==> src/hdl/ext_bank_pkg.sv <==
package ext_bank_pkg;
  localparam int num_regions = 4;
  // Register offsets on the plain register port (byte addresses).
  localparam logic [7:0] off_region_base_0 = 8'h00;
  localparam logic [7:0] off_wait_states = 8'h10;
  localparam logic [7:0] off_sys_cfg = 8'h14;
  localparam logic [7:0] off_status = 8'h18;
  localparam logic [7:0] off_mask = 8'h1c;
  localparam logic [7:0] off_state = 8'h20;
  // Field positions inside a region configuration word (bit 0 is the LSB, bit 31 the MSB).
  localparam int f_match_hi = 31;
  localparam int f_match_lo = 15;
  localparam int f_type_hi = 14;
  localparam int f_type_lo = 12;
  localparam int f_port_hi = 11;
  localparam int f_port_lo = 10;
  localparam int f_short_setup = 9;
  localparam int f_write_protect = 8;
  localparam int f_burst_length = 6;
  localparam int f_strobe_func = 5;
  localparam int f_toggle_beat = 4;
  localparam int f_late_beat = 3;
  localparam int f_ext_ack = 2;
  localparam int f_valid = 0;
  // Writable bits of a region word; bits 7 and 1 are reserved and read as zero.
  localparam logic [31:0] region_wmask = 32'hffff_ff7d;
  localparam logic [31:0] region_reset = 32'h0000_0000;
  // Mask register per region: address_mask in 31:15, type_mask in 14:12.
  localparam logic [31:0] amask_reset = 32'h0000_0000;
  localparam logic [1:0] port_32 = 2'h0;
  localparam logic [1:0] port_8 = 2'h1;
  localparam logic [1:0] port_16 = 2'h2;
  localparam int st_write_violation = 0;
  localparam int st_cycle_done = 1;
  localparam int st_reset_taken = 2;
  localparam logic [3:0] wait_reset = 4'h2;
  localparam logic [3:0] beats_short = 4'h4;
  localparam logic [3:0] beats_long = 4'h8;

  typedef struct packed {
    logic valid;
    logic write;
    logic burst;
    logic [31:0] addr;
    logic [2:0] addr_type;
    logic [1:0] size;
    logic [31:0] wdata;
  } bus_req_t;

  typedef enum logic [4:0] {
    s_idle = 5'b00001,
    s_start = 5'b00010,
    s_wait = 5'b00100,
    s_beat = 5'b01000,
    s_done = 5'b10000
  } cyc_state_t;
endpackage

==> src/hdl/external_bank_memory_controller.sv <==
`timescale 1ns/100ps
`default_nettype none
// Contract
// Compare match_value with unmasked address bits.
// Compare three-bit address_type under type_mask.
// port_size: 00=32, 01=8, 10=16, 11 reserved.
// short_setup selects shortened setup per region.
// Software avoids short setup with divided bus.
// Write-protected: no chip_select, no transfer_ack.
// Protected write sets write_violation_flag.
// burst_length: 4 or 8 beats, when allowed.
// strobe_function_sel: write strobes or byte selects.
// toggle_beat_strobe sets beat strobe duration.
// late_beat_strobe delays first strobe by waits.
// Software never sets both beat-strobe bits.
// external_ack_sel: internal or outside transfer_ack.
// Split wide operands into coherent narrow cycles.
// Reset waits until cycle finishes or never starts.
// Misaligned core splits carry no coherency.
// chip_select needs address, type match, permission.
module external_bank_memory_controller (
  input wire logic clock,
  input wire logic rstn,
  input wire logic [7:0] reg_addr,
  input wire logic [31:0] reg_wdata,
  input wire logic reg_wr,
  input wire logic reg_rd,
  output logic [31:0] reg_rdata,
  input wire ext_bank_pkg::bus_req_t req,
  output logic req_ready,
  output logic req_done,
  output logic req_error,
  output logic [31:0] req_rdata,
  input wire logic soft_reset_req,
  input wire logic hard_reset_req,
  output logic soft_reset,
  output logic hard_reset,
  output logic [31:0] ext_addr,
  output logic [31:0] ext_wdata,
  input wire logic [31:0] ext_rdata,
  output logic ext_data_oe_n,
  output logic ext_rd_wr,
  output logic transfer_begin_strobe,
  output logic [3:0] chip_select,
  output logic [3:0] write_strobe,
  output logic [3:0] byte_lane_select,
  output logic output_strobe,
  output logic burst_beat_strobe,
  output logic transfer_ack,
  input wire logic ext_transfer_ack,
  output logic transfer_error_ack,
  output logic irq
);
  logic [31:0] region_q [ext_bank_pkg::num_regions];
  logic [31:0] amask_q [ext_bank_pkg::num_regions];
  logic [3:0] wait_states_q;
  logic burst_allow_q;
  logic bus_monitor_en_q;
  logic [2:0] status_q;
  logic [2:0] mask_q;
  ext_bank_pkg::cyc_state_t state_q;
  ext_bank_pkg::bus_req_t cur_q;
  logic [1:0] sel_q;
  logic [31:0] cfg_q;
  logic [3:0] wcnt_q;
  logic [3:0] beat_q;
  logic [3:0] beats_q;
  logic [1:0] piece_q;
  logic [1:0] pieces_q;
  logic [31:0] rbuf_q;
  logic pend_soft_q;
  logic pend_hard_q;
  logic [3:0] hit;
  logic [1:0] hit_idx;
  logic any_hit;
  logic [31:0] hit_cfg;
  logic take;
  logic violation;
  logic ack_in;
  logic last_piece;
  logic last_beat;
  logic [1:0] npieces;
  logic [3:0] nbeats;
  logic [31:0] piece_addr;
  logic [31:0] piece_data;
  logic [3:0] piece_lanes;

  // The mask selects which address bits must match; the same mask word carries the type mask.
  always_comb begin
    hit = 4'h0;
    for (int i = 0; i < ext_bank_pkg::num_regions; i++) begin
      hit[i] = region_q[i][ext_bank_pkg::f_valid] &&
        (((req.addr[31:15] ^ region_q[i][ext_bank_pkg::f_match_hi:ext_bank_pkg::f_match_lo]) &
          amask_q[i][ext_bank_pkg::f_match_hi:ext_bank_pkg::f_match_lo]) == 17'h0) &&
        (((req.addr_type ^ region_q[i][ext_bank_pkg::f_type_hi:ext_bank_pkg::f_type_lo]) &
          amask_q[i][ext_bank_pkg::f_type_hi:ext_bank_pkg::f_type_lo]) == 3'h0);
    end
  end

  // Lowest-numbered region wins when regions overlap.
  always_comb begin
    hit_idx = 2'h0;
    for (int i = ext_bank_pkg::num_regions - 1; i >= 0; i--) begin
      if (hit[i]) begin
        hit_idx = 2'(i);
      end
    end
  end

  assign any_hit = |hit;
  assign hit_cfg = region_q[hit_idx];
  // A pending reset blocks new cycles so an access either completes or never starts.
  assign take = req.valid && req_ready && !pend_soft_q && !pend_hard_q && !soft_reset_req &&
    !hard_reset_req;
  assign violation = take && req.write && any_hit && hit_cfg[ext_bank_pkg::f_write_protect];
  assign ack_in = cur_q.valid ? (cfg_q[ext_bank_pkg::f_ext_ack] ? ext_transfer_ack : (wcnt_q == 4'h0))
    : 1'b0;
  assign last_piece = (piece_q == pieces_q);
  assign last_beat = (beat_q == beats_q);

  // Number of port cycles per operand, less one: size 0=byte, 1=half, 2=word.
  always_comb begin
    npieces = 2'h0;
    unique case (hit_cfg[ext_bank_pkg::f_port_hi:ext_bank_pkg::f_port_lo])
      ext_bank_pkg::port_8: npieces = (req.size == 2'h2) ? 2'h3 : ((req.size == 2'h1) ? 2'h1 : 2'h0);
      ext_bank_pkg::port_16: npieces = (req.size == 2'h2) ? 2'h1 : 2'h0;
      default: npieces = 2'h0;
    endcase
    nbeats = 4'h0;
    if (req.burst && burst_allow_q) begin
      nbeats = hit_cfg[ext_bank_pkg::f_burst_length] ? ext_bank_pkg::beats_long - 4'h1
        : ext_bank_pkg::beats_short - 4'h1;
    end
  end

  // Narrow pieces go out most-significant first on the upper lanes, big-endian style.
  always_comb begin
    piece_addr = cur_q.addr;
    piece_data = cur_q.wdata;
    piece_lanes = 4'hf;
    unique case (cfg_q[ext_bank_pkg::f_port_hi:ext_bank_pkg::f_port_lo])
      ext_bank_pkg::port_8: begin
        piece_addr = cur_q.addr + {30'h0, piece_q};
        piece_data = cur_q.wdata << {(2'h3 - (pieces_q - piece_q)), 3'h0};
        piece_data = {piece_data[31:24], 24'h0};
        piece_lanes = 4'h8;
      end
      ext_bank_pkg::port_16: begin
        piece_addr = cur_q.addr + {30'h0, piece_q[0], 1'b0};
        piece_data = (pieces_q != 2'h0 && piece_q == 2'h1) ? {cur_q.wdata[15:0], 16'h0}
          : ((pieces_q == 2'h0) ? {cur_q.wdata[15:0], 16'h0} : {cur_q.wdata[31:16], 16'h0});
        piece_lanes = 4'hc;
      end
      default: piece_lanes = 4'hf;
    endcase
  end

  always_ff @(posedge clock) begin
    if (!rstn) begin
      for (int i = 0; i < ext_bank_pkg::num_regions; i++) begin
        region_q[i] <= ext_bank_pkg::region_reset;
        amask_q[i] <= ext_bank_pkg::amask_reset;
      end
      wait_states_q <= ext_bank_pkg::wait_reset;
      burst_allow_q <= 1'b0;
      bus_monitor_en_q <= 1'b0;
      mask_q <= 3'h0;
    end else if (reg_wr) begin
      for (int i = 0; i < ext_bank_pkg::num_regions; i++) begin
        if (reg_addr == ext_bank_pkg::off_region_base_0 + 8'(4 * i)) begin
          region_q[i] <= reg_wdata & ext_bank_pkg::region_wmask;
        end
        if (reg_addr == ext_bank_pkg::off_state + 8'(4 * (i + 1))) begin
          amask_q[i] <= {reg_wdata[31:12], 12'h0};
        end
      end
      if (reg_addr == ext_bank_pkg::off_wait_states) begin
        wait_states_q <= reg_wdata[3:0];
      end
      if (reg_addr == ext_bank_pkg::off_sys_cfg) begin
        burst_allow_q <= reg_wdata[0];
        bus_monitor_en_q <= reg_wdata[1];
      end
      if (reg_addr == ext_bank_pkg::off_mask) begin
        mask_q <= reg_wdata[2:0];
      end
    end
  end

  // Set beats clear so an event in the clearing cycle survives.
  always_ff @(posedge clock) begin
    if (!rstn) begin
      status_q <= 3'h0;
    end else begin
      status_q <= (status_q & ~((reg_wr && reg_addr == ext_bank_pkg::off_status) ? reg_wdata[2:0] : 3'h0)) |
        {(soft_reset && !soft_reset_req) || (hard_reset && !hard_reset_req), req_done && !req_error,
         violation};
    end
  end

  always_ff @(posedge clock) begin
    if (!rstn) begin
      reg_rdata <= 32'h0;
    end else begin
      reg_rdata <= 32'h0;
      if (reg_rd) begin
        for (int i = 0; i < ext_bank_pkg::num_regions; i++) begin
          if (reg_addr == ext_bank_pkg::off_region_base_0 + 8'(4 * i)) begin
            reg_rdata <= region_q[i];
          end
          if (reg_addr == ext_bank_pkg::off_state + 8'(4 * (i + 1))) begin
            reg_rdata <= amask_q[i];
          end
        end
        unique case (reg_addr)
          ext_bank_pkg::off_wait_states: reg_rdata <= {28'h0, wait_states_q};
          ext_bank_pkg::off_sys_cfg: reg_rdata <= {30'h0, bus_monitor_en_q, burst_allow_q};
          ext_bank_pkg::off_status: reg_rdata <= {29'h0, status_q};
          ext_bank_pkg::off_mask: reg_rdata <= {29'h0, mask_q};
          ext_bank_pkg::off_state: reg_rdata <= {21'h0, pend_hard_q, pend_soft_q, sel_q, piece_q, state_q};
          default: ;
        endcase
      end
    end
  end

  always_ff @(posedge clock) begin
    if (!rstn) begin
      irq <= 1'b0;
    end else begin
      irq <= |(status_q & mask_q);
    end
  end

  // Reset requests are held until the bus is idle, then driven for one cycle.
  always_ff @(posedge clock) begin
    if (!rstn) begin
      pend_soft_q <= 1'b0;
      pend_hard_q <= 1'b0;
      soft_reset <= 1'b0;
      hard_reset <= 1'b0;
    end else begin
      soft_reset <= 1'b0;
      hard_reset <= 1'b0;
      if (state_q == ext_bank_pkg::s_idle && !cur_q.valid && (pend_soft_q || pend_hard_q)) begin
        hard_reset <= pend_hard_q;
        soft_reset <= pend_hard_q | pend_soft_q;
        pend_soft_q <= 1'b0;
        pend_hard_q <= 1'b0;
      end else begin
        pend_soft_q <= pend_soft_q | soft_reset_req;
        pend_hard_q <= pend_hard_q | hard_reset_req;
      end
    end
  end

  // Cycle engine: one start cycle, setup and waits, then data beats per port piece.
  always_ff @(posedge clock) begin
    if (!rstn) begin
      state_q <= ext_bank_pkg::s_idle;
      cur_q <= '0;
      sel_q <= 2'h0;
      cfg_q <= 32'h0;
      wcnt_q <= 4'h0;
      beat_q <= 4'h0;
      beats_q <= 4'h0;
      piece_q <= 2'h0;
      pieces_q <= 2'h0;
      rbuf_q <= 32'h0;
      req_ready <= 1'b0;
      req_done <= 1'b0;
      req_error <= 1'b0;
      req_rdata <= 32'h0;
    end else begin
      req_done <= 1'b0;
      req_error <= 1'b0;
      unique case (state_q)
        ext_bank_pkg::s_idle: begin
          req_ready <= !pend_soft_q && !pend_hard_q;
          if (take) begin
            req_ready <= 1'b0;
            if (!any_hit || violation) begin
              req_done <= 1'b1;
              req_error <= bus_monitor_en_q || !any_hit;
            end else begin
              cur_q <= req;
              sel_q <= hit_idx;
              cfg_q <= hit_cfg;
              pieces_q <= npieces;
              beats_q <= nbeats;
              piece_q <= 2'h0;
              beat_q <= 4'h0;
              rbuf_q <= 32'h0;
              state_q <= ext_bank_pkg::s_start;
            end
          end
        end
        ext_bank_pkg::s_start: begin
          wcnt_q <= cfg_q[ext_bank_pkg::f_short_setup] ? wait_states_q - 4'h1 : wait_states_q;
          state_q <= ext_bank_pkg::s_wait;
        end
        ext_bank_pkg::s_wait: begin
          if (wcnt_q != 4'h0 && wcnt_q != 4'hf) begin
            wcnt_q <= wcnt_q - 4'h1;
          end
          if (ack_in || wcnt_q == 4'hf) begin
            state_q <= ext_bank_pkg::s_beat;
          end
        end
        ext_bank_pkg::s_beat: begin
          rbuf_q <= (cfg_q[ext_bank_pkg::f_port_hi:ext_bank_pkg::f_port_lo] == ext_bank_pkg::port_32) ?
            ext_rdata : ((cfg_q[ext_bank_pkg::f_port_hi:ext_bank_pkg::f_port_lo] == ext_bank_pkg::port_16) ?
            {rbuf_q[15:0], ext_rdata[31:16]} : {rbuf_q[23:0], ext_rdata[31:24]});
          if (!last_beat) begin
            beat_q <= beat_q + 4'h1;
            wcnt_q <= wait_states_q;
            state_q <= ext_bank_pkg::s_wait;
          end else if (!last_piece) begin
            piece_q <= piece_q + 2'h1;
            beat_q <= 4'h0;
            state_q <= ext_bank_pkg::s_start;
          end else begin
            state_q <= ext_bank_pkg::s_done;
          end
        end
        ext_bank_pkg::s_done: begin
          // Data is handed back only once all pieces are in, so a split operand is seen whole.
          req_done <= 1'b1;
          req_rdata <= rbuf_q;
          cur_q.valid <= 1'b0;
          req_ready <= 1'b0;
          state_q <= ext_bank_pkg::s_idle;
        end
        default: state_q <= ext_bank_pkg::s_idle;
      endcase
    end
  end

  // Pin drive is registered from the engine state for glitch-free strobes.
  always_ff @(posedge clock) begin
    if (!rstn) begin
      ext_addr <= 32'h0;
      ext_wdata <= 32'h0;
      ext_data_oe_n <= 1'b1;
      ext_rd_wr <= 1'b1;
      transfer_begin_strobe <= 1'b0;
      chip_select <= 4'h0;
      write_strobe <= 4'h0;
      byte_lane_select <= 4'h0;
      output_strobe <= 1'b0;
      burst_beat_strobe <= 1'b0;
      transfer_ack <= 1'b0;
      transfer_error_ack <= 1'b0;
    end else begin
      transfer_begin_strobe <= (state_q == ext_bank_pkg::s_start);
      transfer_error_ack <= violation && bus_monitor_en_q;
      ext_addr <= piece_addr + {26'h0, beat_q, 2'h0};
      ext_wdata <= piece_data;
      ext_rd_wr <= !cur_q.write;
      ext_data_oe_n <= !(cur_q.valid && cur_q.write && state_q != ext_bank_pkg::s_idle);
      chip_select <= 4'h0;
      write_strobe <= 4'h0;
      byte_lane_select <= 4'h0;
      output_strobe <= 1'b0;
      if (state_q != ext_bank_pkg::s_idle && state_q != ext_bank_pkg::s_done) begin
        chip_select[sel_q] <= 1'b1;
        if (cfg_q[ext_bank_pkg::f_strobe_func]) begin
          byte_lane_select <= piece_lanes;
        end else if (cur_q.write && state_q != ext_bank_pkg::s_start) begin
          write_strobe <= piece_lanes;
        end
        output_strobe <= !cur_q.write && state_q != ext_bank_pkg::s_start;
      end
      transfer_ack <= (state_q == ext_bank_pkg::s_beat) && !cfg_q[ext_bank_pkg::f_ext_ack];
      burst_beat_strobe <= 1'b0;
      if (beats_q != 4'h0 && !last_beat) begin
        if (cfg_q[ext_bank_pkg::f_toggle_beat]) begin
          burst_beat_strobe <= (state_q == ext_bank_pkg::s_wait) && ack_in;
        end else if (cfg_q[ext_bank_pkg::f_late_beat]) begin
          burst_beat_strobe <= (state_q == ext_bank_pkg::s_wait && (wcnt_q == 4'h0 || beat_q != 4'h0)) ||
            state_q == ext_bank_pkg::s_beat;
        end else begin
          burst_beat_strobe <= state_q == ext_bank_pkg::s_wait || state_q == ext_bank_pkg::s_beat;
        end
      end
    end
  end
endmodule
`default_nettype wire

==> config.mk <==
export PLATFORM = sky130hd
export DESIGN_NAME = external_bank_memory_controller
export DESIGN_NICKNAME = d
export VERILOG_FILES = /design/src/hdl/ext_bank_pkg.sv /design/src/hdl/external_bank_memory_controller.sv
export SDC_FILE = /design/constraint.sdc
export NUM_CORES = 1
export LEC_CHECK = 0
export BUFFER_PORTS_ARGS = -buffer_cell sky130_fd_sc_hd__clkbuf_2
export CAP_MARGIN = 10
export CORE_MARGIN = 4
export CORE_UTILIZATION = 25
export DETAILED_ROUTE_END_ITERATION = 10
export HOLD_SLACK_MARGIN = 0.15
export SYNTH_ARGS = -nofsm -noshare
export SYNTH_HDL_FRONTEND = slang
export SYNTH_SLANG_ARGS = --single-unit
==> constraint.sdc <==
create_clock -name clock -period 9.4 [get_ports clock]
set_clock_uncertainty 0.2 [all_clocks]
set_input_delay 0.47 -clock clock [delete_from_list [all_inputs] [get_ports clock]]
set_output_delay 0.47 -clock clock [all_outputs]
set_load 0.005 [all_outputs]
==> results of run 1 <==
[final timing paths]
check | start | endpoint | cells past startpoint | slack (ns)
min reg2reg | rbuf_q[24]$_SDFFE_PN0P_ | req_rdata[24]$_SDFFE_PN0N_ | 2 | 0.24
max | cfg_q[10]$_SDFFE_PN0P_ | ext_addr[31]$_SDFF_PN0_ | 15 | 3.94
max reg2reg | cfg_q[10]$_SDFFE_PN0P_ | ext_addr[31]$_SDFF_PN0_ | 15 | 3.94
min | reg_addr[3] | mask_q[0]$_SDFFE_PN0P_ | 5 | 0.23
[metal layers]
layer  vias up  routed length (um)  global-route usage, %
met4         4                3970                   7.20
li1       9909                   -                      -
met2       931               40900                   27.8
met3       195                7000                   3.34
met1     10100               38000                   22.9
met5         -                  27                      0
[flip-flops by register name (all words and copies together) (netlist names), 4 cells and up]
signal         flops
cfg_q              7
ext_wdata         32
req_rdata         32
reg_rdata         32
wait_states_q      4
ext_addr          32
chip_select        4
rbuf_q            32
cur_q             66
beat_q             4
wcnt_q             4
amask_q           80
state_q            5
region_q         120
[repair_timing]
item	CTS	global route
gates resized for setup	0	0
hold endpoints to repair	318	0
hold buffers	155	0
[power by group]
part,switching [mW],internal [mW]
Combinational,0.183,0.116
Clock,0.963,1.32
Sequential,0.0405,2.27
[synthesized netlist by cell type (all sizes together), types with 37 or more instances]
library cell	number	area share, %
o21ai	87	1.8
nand4	38	1.1
nor2	123	2.0
a22oi	91	2.9
dfxtp	291	25
edfxtp	200	25
inv	37	0.59
nand2	436	6.9
nand3	113	2.4
o22ai	37	0.98
xor2	89	3.3
a21oi	212	4.5
nor3	69	1.5
clkbuf	148	2.4
and2	209	5.5
[stage by stage]
stage                     cell area, um^2  power (mW)  setup WS [ns]  util (%)
after floorplan                     23600        2.46           4.98         -
after global placement              26200        2.59           3.95      28.1
after detailed placement            26200        2.59           4.00      28.1
after CTS                           29700        4.94           3.94      31.8
after global routing                29700        5.05           3.54      31.8
final                               29700        4.89           3.94      31.8
[critical path, delay by kind of cell, from the launching register on]
kind            cells  cell delay [ns]
simple gates        5             1.68
buf+inv             3             0.71
fa+ha+maj           2             1.21
compound gates      5             1.16
flops               1             0.39
[placed cells by master, fill, tap and decap left out, drive strengths merged, types with 32 or more instances in the layout]
master | Yosys | routed
nand2 | 436 | 436
clkbuf | 148 | 375
dfxtp | 291 | 291
a21oi | 212 | 212
and2 | 209 | 209
edfxtp | 200 | 200
dlygate4sd3 | 0 | 155
nor2 | 123 | 123
nand3 | 113 | 113
a22oi | 91 | 91
xor2 | 89 | 89
o21ai | 87 | 87
nor3 | 69 | 69
inv | 37 | 41
nand4 | 38 | 38
o22ai | 37 | 37
mux2i | 35 | 35
a31oi | 35 | 35
and3 | 32 | 32
[area by class of cell]
| cell class | count | area, um^2 |
|---|---|---|
| fill | 9699 | 63700 |
| sequential | 491 | 11800 |
| multi-input combinational | 1860 | 11000 |
| timing repair buffer | 486 | 3280 |
| tap | 1254 | 1570 |
| clock buffer | 73 | 1520 |
| clock inverter | 32 | 420 |
| inverter | 37 | 144 |
| antenna | 5 | 12.5 |
[cell families after synthesis]
kind of cell | after synthesis
DFF | 491
adders and majority gates | 24
xor gates and xnor gates | 100
and+or+nand+nor | 1111
muxes | 51
buffers and inverters | 220
AOI/OAI and AO/OA | 574
==> summary by stage, run 1 <==
Status
The flow ran to the end, and the final reports show no timing, DRC or antenna violations.

Yosys
Yosys printed 0 warnings. After Yosys synthesis, XOR and XNOR cells account for 3.72% of the synthesized area. Among all flip-flop cells after synthesis, the most frequent one is sky130_fd_sc_hd__dfxtp_1. For this run, asynchronously set or reset flops after synthesis account for 0%. The synthesized netlist devotes 23.1% of its cell area to simple gates.

The number of enable-type register cells in the synthesized netlist is 200. The netlist area before placement is 0.0236 mm^2. By area, the combinational part of the netlist is dominated by simple AND/OR/NAND/NOR gates. Sequential elements use 50.2% of the synthesized area. The compound-gate portion of the synthesized area is 15.4%. The synthesized instance count is 2571. In this run, synthesis produced a sequential element count of 491.

The multiplexer area fraction after synthesis is 2.63%. Each instance of the synthesized netlist takes up on average 9.17 um^2. The netlist uses 83 different library cells. The number of nets produced by synthesis is 2746. Summing the areas of all fa, ha and maj instances in the mapped netlist gives 1.34% of the synthesized area.

Routing
The count of nets left with antenna violations once routing finished came out at 0. For this run, the detailed router's first-pass iteration total came to 7. Dividing the detail-routed wire length by the instance count gives 21.2 um. The final layout contains routed wiring with a total length of 89.8 mm. The iteration-0 DRC count of the detailed router is 2296. The ratio of routed vias to standard cells is 4.99. Across all layers, the routed design uses 21200 vias. The number of DRC violations after detailed routing is 0.

Final layout
The layout overhead on the synthesized area is 26.1%. The ratio of cells with drive above 1 in the final layout is 15.9%. Once layout is complete, the cells apart from fillers number 4238.

The final layout contains 3107 nets.

Clock network
The source-to-sink clock delay at the later pin of the worst-skew pair is 0.67 ns. The H-tree level count is 2. The cell at the root of the clock tree is sky130_fd_sc_hd__clkbuf_16. The tree built by TritonCTS fans out to 491 sinks.

After clock tree synthesis, the clock-pin slew on the worst setup and hold paths is 0.06 ns. The longest clock path from root to sink contains 3 buffers. In this run, CTS created clock tree buffers numbering 56.

The setup fix buffers added after clock tree synthesis is 0. TritonCTS built the clock tree.

Global route
The combined global-route utilization of all metal layers is 17.3%. The number of antenna violations at the first check in global routing was 8. The number of global-route vias before repair is 20300. Summed over all layers, the global routing overflow is 0.

Entering global routing, the biggest net connects 92 pins. The wire length of the first global-routing pass is 131 mm.

Worst setup path
In this run the worst path has a maximum fanout of 27. The worst setup path is captured at a flip-flop. For this run, the slowest stage of the critical path takes 1.01 ns. The required time at the worst-slack endpoint is 9.74 ns. STA classifies the critical path startpoint as a flip-flop. The type of the setup path with the least slack is reg -> reg. The arrival time of the worst setup path is 5.80 ns. On the critical path, the stage with the largest delay is an instance of sky130_fd_sc_hd__ha_1. Traced cell by cell, the critical path runs through inv_1, ha_1, buf_4, inv_1, a211o_1, o21ai_0, ha_1, a21o_1, a21oi_1, nor2_1, nand3_1, or2_1, or3_1, or4_1, a21oi_1.

STA
The final critical path takes up 58.1% of the cycle. The final setup TNS is 0 ns. The actual transition at the worst max-transition pin is 1.20 ns. The final number of hold-violating endpoints came to 0. Setup repair after global routing left no endpoint under its margin. Timing would allow up to 183 MHz. The number of slew-limit violations in the final report is 0. The clock period minus final worst setup slack is 5.46 ns. The worst max-slew margin expressed relative to the limit is 20.1%. Setup violations remaining at the end of the flow were counted as 0. The worst hold slack after final layout is 0.234 ns.

Placed design
The number of buffers inserted by port buffering is 302. Once detailed placement completed, the half-perimeter wirelength came to 62.6 mm. The routability congestion estimate is 0.907. The placed cell count is 3973.

Die
The die area is 0.0993 mm^2. The horizontal extent of the die is 315 um. The floorplan step defined a core boundary enclosing 0.0935 mm^2.

The number of rows in the core area is 112. The top-level I/O count is 304. The die is 315 um tall. Once the floorplan was initialized, standard cells occupied 25.2% of the core.

Pwr
For this design the ratio of total power to cell area is 164 mW/mm^2. The maximum ir drop on the vdd rail is 0.125 mV. In this run the static leakage power is 10.9 nW.

Min path
The worst hold path belongs to the class in -> reg.

Flow run
Max-cap violations in this run came to 0.
Note: power is estimated with default switching activity, not from simulation.
==> run 2, diff against run 1 <==
- ABC_AREA: default -> 1
- clock period: 9.4 -> 5.05 ns (I/O delays scaled with it)
==> run 2 against run 1 <==
  * Via count up 12%
  * Synthesized area up 2.0%
  * Register-to-register slack worse by 3.4 ns
  * Sequential share of layout area down 0.98 points
  * Count of clock-buffer cells in the layout down 2
  * Wire length up 6.2%
  * Non-clock buffer count up 23
  * Cell count up 14%
  * Sequential cell count unchanged
  * Total power up 87%
  * Hold slack worse by 0.032 ns
  * Clock power up 87%
  * Critical path type unchanged
  * Largest power group unchanged
  * Highest routed layer unchanged
==> summary by stage, run 2 <==
Clock network
The clock transition at the register clock pins on the worst setup and hold paths after CTS is 0.06 ns (about the same). The TritonCTS clock tree is done (unchanged). The largest buffer count on any clock path is 3 (unchanged). The source-to-sink clock delay at the later pin of the worst-skew pair is 0.64 ns (was 0.67 ns).

The H-tree level count came to 2 (unchanged). The number of sinks on the clock net is 491 (unchanged). The number of buffers inserted during clock tree synthesis came to 56 (unchanged). The cell at the root of the clock tree is sky130_fd_sc_hd__clkbuf_16 (unchanged).

Global route
The combined global-route utilization of all metal layers was 17.8% (was 17.3%). The number of global-route vias before repair is 21700 (was 20300). The wire length of the first global-routing pass is 139 mm (was 131 mm).

The total global routing overflow is 0 (unchanged). The pin count of the biggest net entering global routing is 79 (was 92). The number of antenna violations at the first check in global routing was 11 (was 8).

Worst setup path
The element type at the critical path start is a flip-flop (unchanged). The length in cells of the worst reg-to-reg path was 23 (was 15). The type of the setup path with the least slack is reg -> reg (unchanged). The arrival time of the worst setup path came to 4.81 ns (was 5.80 ns). The required time at the worst-slack endpoint is 5.31 ns (was 9.74 ns).

The type of destination of the critical path was a flip-flop (unchanged). The launching point of the worst reg2reg path is piece_q[0]$_SDFFE_PN0P_ (was cfg_q[10]$_SDFFE_PN0P_). The endpoint of the lowest-slack register-to-register path is ext_addr[27]$_SDFF_PN0_ (was ext_addr[31]$_SDFF_PN0_). The biggest fanout along the worst timing path is 9 (was 27).

The worst-case register-to-register setup slack is 0.50 ns (was 3.94 ns).

Yosys
The number of warnings printed during yosys synthesis came to 0 (unchanged). Dominant cells by area after synthesis: sky130_fd_sc_hd__edfxtp_1 25%, sky130_fd_sc_hd__dfxtp_1 24%, sky130_fd_sc_hd__nand2_1 8.5%, sky130_fd_sc_hd__nor2_1 8.0%, sky130_fd_sc_hd__inv_1 5.5% (was sky130_fd_sc_hd__edfxtp_1 25%, sky130_fd_sc_hd__dfxtp_1 25%, sky130_fd_sc_hd__nand2_1 6.9%, sky130_fd_sc_hd__and2_1 5.5%, sky130_fd_sc_hd__a21oi_1 4.5%). The cell with the most instances after synthesis is sky130_fd_sc_hd__nand2_1 (unchanged).

The number of nets produced by synthesis came to 3285 (was 2746). The number of enable-type register cells in the synthesized netlist came to 200 (unchanged). The fraction of registers with async set or reset after synthesis is 0% (unchanged).

The most common flop cell mapped by yosys is sky130_fd_sc_hd__dfxtp_1 (unchanged). The cell type contributing the most total cell area after synthesis is sky130_fd_sc_hd__edfxtp_1 (unchanged). The area share of the largest cell type after synthesis is 25.0% (was 25.5%). The synthesized flop and latch total is 491 (unchanged). The post-synthesis sequential area ratio is 49.2% (was 50.2%).

The synthesized instance count was 3110 (was 2571). The count of unique library cells instantiated by Yosys is 55 (was 83). The mean instance size in the synthesized netlist is 7.73 um^2 (was 9.17 um^2).

Leading cell types by count after synthesis: 546 x sky130_fd_sc_hd__nand2_1, 515 x sky130_fd_sc_hd__nor2_1, 354 x sky130_fd_sc_hd__inv_1 (was 436 x sky130_fd_sc_hd__nand2_1, 291 x sky130_fd_sc_hd__dfxtp_1, 212 x sky130_fd_sc_hd__a21oi_1). The netlist area before placement is 0.0241 mm^2 (was 0.0236 mm^2).

Routing
The number of nets still failing antenna checks after routing was 0 (unchanged). The post-detailed-route wirelength per cell is 19.7 um (was 21.2 um). The iteration-0 DRC count of the detailed router is 2797 (was 2296). The ratio of routed vias to standard cells is 4.88 (was 4.99). The number of DRC violations after detailed routing is 0 (unchanged). The sum of routed wire length over all layers is 95.3 mm (was 89.8 mm). The number of detailed-routing iterations run before antenna repair is 6 (was 7). The via total after detailed routing came to 23700 (was 21200).

Die
The horizontal extent of the die is 318 um (was 315 um). The top-level I/O count is 304 (unchanged). The number of rows in the core area came to 113 (was 112). The height of the chip is 318 um (was 315 um). The placeable core region is 0.0953 mm^2 (was 0.0935 mm^2).

The initial cell density of the core is 25.2% (about the same). The die area is 0.101 mm^2 (was 0.0993 mm^2).

Min path
The worst hold path class is in -> reg (unchanged). The start point of the worst hold path is req[22] (was reg_addr[3]). The number of stages on the worst hold path was 4 (was 5).

The worst-case hold path end point is cur_q[22]$_SDFFE_PN0P_ (was mask_q[0]$_SDFFE_PN0P_).

Final layout
The register ranked first by flip-flop count is region_q (unchanged). The flip-flop count of the largest register, all copies and words added came to 120 (unchanged). Largest registers: region_q: 120 flops, amask_q: 80 flops, cur_q: 66 flops (unchanged). The count of fill cells added during filler insertion is 10100 (was 9699).

The ratio of cells with drive above 1 in the final layout came to 14.9% (was 15.9%). The layout overhead on the synthesized area is 26.7% (was 26.1%). Highest-count cells in the layout ignoring fill and taps: 546 x sky130_fd_sc_hd__nand2_1, 513 x sky130_fd_sc_hd__nor2_1, 354 x sky130_fd_sc_hd__inv_1, 301 x sky130_fd_sc_hd__clkbuf_2, 291 x sky130_fd_sc_hd__dfxtp_1 (was 433 x sky130_fd_sc_hd__nand2_1, 302 x sky130_fd_sc_hd__clkbuf_2, 291 x sky130_fd_sc_hd__dfxtp_1, 212 x sky130_fd_sc_hd__a21oi_1, 209 x sky130_fd_sc_hd__and2_1). The commonest non-fill, non-tap cell in the layout is sky130_fd_sc_hd__nand2_1 (unchanged).

The final instance count without filler cells is 4845 (was 4238). The final net count is 3704 (was 3107). The post-route core utilization is 32.0% (was 31.8%).

STA
The actual transition at the worst max-transition pin came to 1.23 ns (was 1.20 ns). The number of setup violations in the final report is 0 (unchanged). The final worst slack came to 0.499 ns (was 3.94 ns). The number of slew-limit violations in the final report is 0 (unchanged).

The worst max-slew margin expressed relative to the limit is 17.7% (was 20.1%). The final number of hold-violating endpoints is 0 (unchanged). The clock period minus final worst setup slack is 4.55 ns (was 5.46 ns). Unrepaired setup endpoints after global routing: false (unchanged). The final setup TNS is 0 ns (unchanged). The share of the cycle needed by the critical path after routing is 90.1% (was 58.1%).

The achievable frequency was 220 MHz (was 183 MHz).

Placed design
The placed wire-length estimate was 68.2 mm (was 62.6 mm). The number of buffers inserted by port buffering is 302 (unchanged). The routability congestion estimate is 0.951 (was 0.907). The setup slack at placement came to 0.597 ns (was 4.00 ns). The placed cell count is 4579 (was 3973).

Pwr
The maximum ir drop on the vdd rail is 0.221 mV (was 0.125 mV). The power per cell area was 300 mW/mm^2 (was 164 mW/mm^2). The leakage dissipation came to 12.2 nW (was 10.9 nW).

Flow run
The count of max-cap constraint violations came to 0 (unchanged).

Status
Run status: finished, final reports clean (unchanged).
run 2: cell count changes in the layout (fill, tap and decap cells not counted), moves of 31 or more:
cell                       previous run  this run
sky130_fd_sc_hd__a211oi_1             6        49
sky130_fd_sc_hd__a22oi_1             91         2
sky130_fd_sc_hd__and2_1             209         0
sky130_fd_sc_hd__and3_1              32         1
sky130_fd_sc_hd__inv_1               36       354
sky130_fd_sc_hd__mux2i_1             35         0
sky130_fd_sc_hd__nand2_1            433       546
sky130_fd_sc_hd__nand3_1            113       174
sky130_fd_sc_hd__nor2_1             118       513
sky130_fd_sc_hd__o21ai_0             83       253
sky130_fd_sc_hd__xor2_1              89         8
run 2: kinds of logic (layout without fill, tap and decap cells):
kind of cell             count (synthesis)  in the layout  synth area share, %
AO/OA/AOI/OAI                          686            686                 16.9
XOR/XNOR                                11             11                0.401
adder cells (fa/ha/maj)                 24             24                 1.31
buffers and inverters                  520            984                 8.34
flip-flops                             491            491                 49.2
other                                    0              6                    0
AND/OR/NAND/NOR                       1378           1378                 23.8
run 2: worst max-delay path by stage:
stage,depth (start not counted),from,slack (ns),end
5_1_grt,23,piece_q[0]$_SDFFE_PN0P_,0.07,ext_addr[27]$_SDFF_PN0_
2_1_floorplan,10,reg_addr[7],0.72,region_q[3][0]$_SDFFCE_PN0P_
3_5_place_dp,23,piece_q[0]$_SDFFE_PN0P_,0.60,ext_addr[27]$_SDFF_PN0_
6_report,23,piece_q[0]$_SDFFE_PN0P_,0.50,ext_addr[27]$_SDFF_PN0_
3_3_place_gp,23,piece_q[0]$_SDFFE_PN0P_,0.64,ext_addr[27]$_SDFF_PN0_
4_1_cts,23,piece_q[0]$_SDFFE_PN0P_,0.56,ext_addr[27]$_SDFF_PN0_
run 2: report_power, final:
| part | switching, mW | internal (mW) | leakage [nW] |
|---|---|---|---|
| clock | 1.78 | 2.49 | 0.936 |
| combinational | 0.388 | 0.207 | 7.03 |
| sequential | 0.0603 | 4.22 | 4.24 |
| total | 2.23 | 6.92 | 12.2 |
run 2: what timing repair did:
item,in CTS,in global routing
setup buffers,0,0
hold endpoints to repair,364,0
hold buffers,157,0
resized for setup,0,0
run 2: layout make-up:
class	count	area [um^2]	area share [%]
Antenna cell	6	15.0	0.0493
Clock buffer	71	1560	5.11
Clock inverter	32	354	1.16
Inverter	372	1400	4.59
Multi-Input combinational cell	2099	10300	33.7
Sequential cell	491	11800	38.8
Tap cell	1265	1580	5.19
Timing Repair Buffer	509	3470	11.4
run 2: through the flow:
step | hold slack, ns | cell area [um^2] | power, mW
final | 0.202 | 30500 | 9.15
after floorplan | 0.182 | 24100 | 4.60
after global routing | 0.206 | 30500 | 9.45
after CTS | 0.170 | 30500 | 9.22
after detailed placement | 0.240 | 27000 | 4.86
after global placement | 0.222 | 27000 | 4.86
run 2: worst max-delay path, cell delays in order (launching register included):
cell and delay [ns]:
sky130_fd_sc_hd__dfxtp_1 0.49, sky130_fd_sc_hd__ha_1 0.23, sky130_fd_sc_hd__inv_1 0.06, sky130_fd_sc_hd__fa_1 0.40
sky130_fd_sc_hd__inv_1 0.10, sky130_fd_sc_hd__nand2_1 0.10, sky130_fd_sc_hd__a221oi_1 0.51, sky130_fd_sc_hd__o21ai_0 0.16
sky130_fd_sc_hd__ha_1 0.36, sky130_fd_sc_hd__a21oi_1 0.08, sky130_fd_sc_hd__inv_1 0.05, sky130_fd_sc_hd__a31oi_1 0.04
sky130_fd_sc_hd__inv_1 0.09, sky130_fd_sc_hd__nand2_1 0.05, sky130_fd_sc_hd__nand2_1 0.06, sky130_fd_sc_hd__nand3_1 0.13
sky130_fd_sc_hd__nor2_1 0.13, sky130_fd_sc_hd__nand2_1 0.10, sky130_fd_sc_hd__nor3_2 0.26, sky130_fd_sc_hd__nand2_1 0.18
sky130_fd_sc_hd__nor2_4 0.24, sky130_fd_sc_hd__nand2_1 0.10, sky130_fd_sc_hd__o21ai_0 0.15, sky130_fd_sc_hd__a21oi_1 0.09
run 2: per-layer routing:
| metal | track usage (%) | share of wire [%] | vias to the layer above |
|---|---|---|---|
| li1 | - | - | 11300 |
| met1 | 24.3 | 43 | 11000 |
| met2 | 27.7 | 44 | 1155 |
| met3 | 4.09 | 9.5 | 189 |
| met4 | 6.37 | 3.7 | 6 |
| met5 | 0 | 0.038 | - |
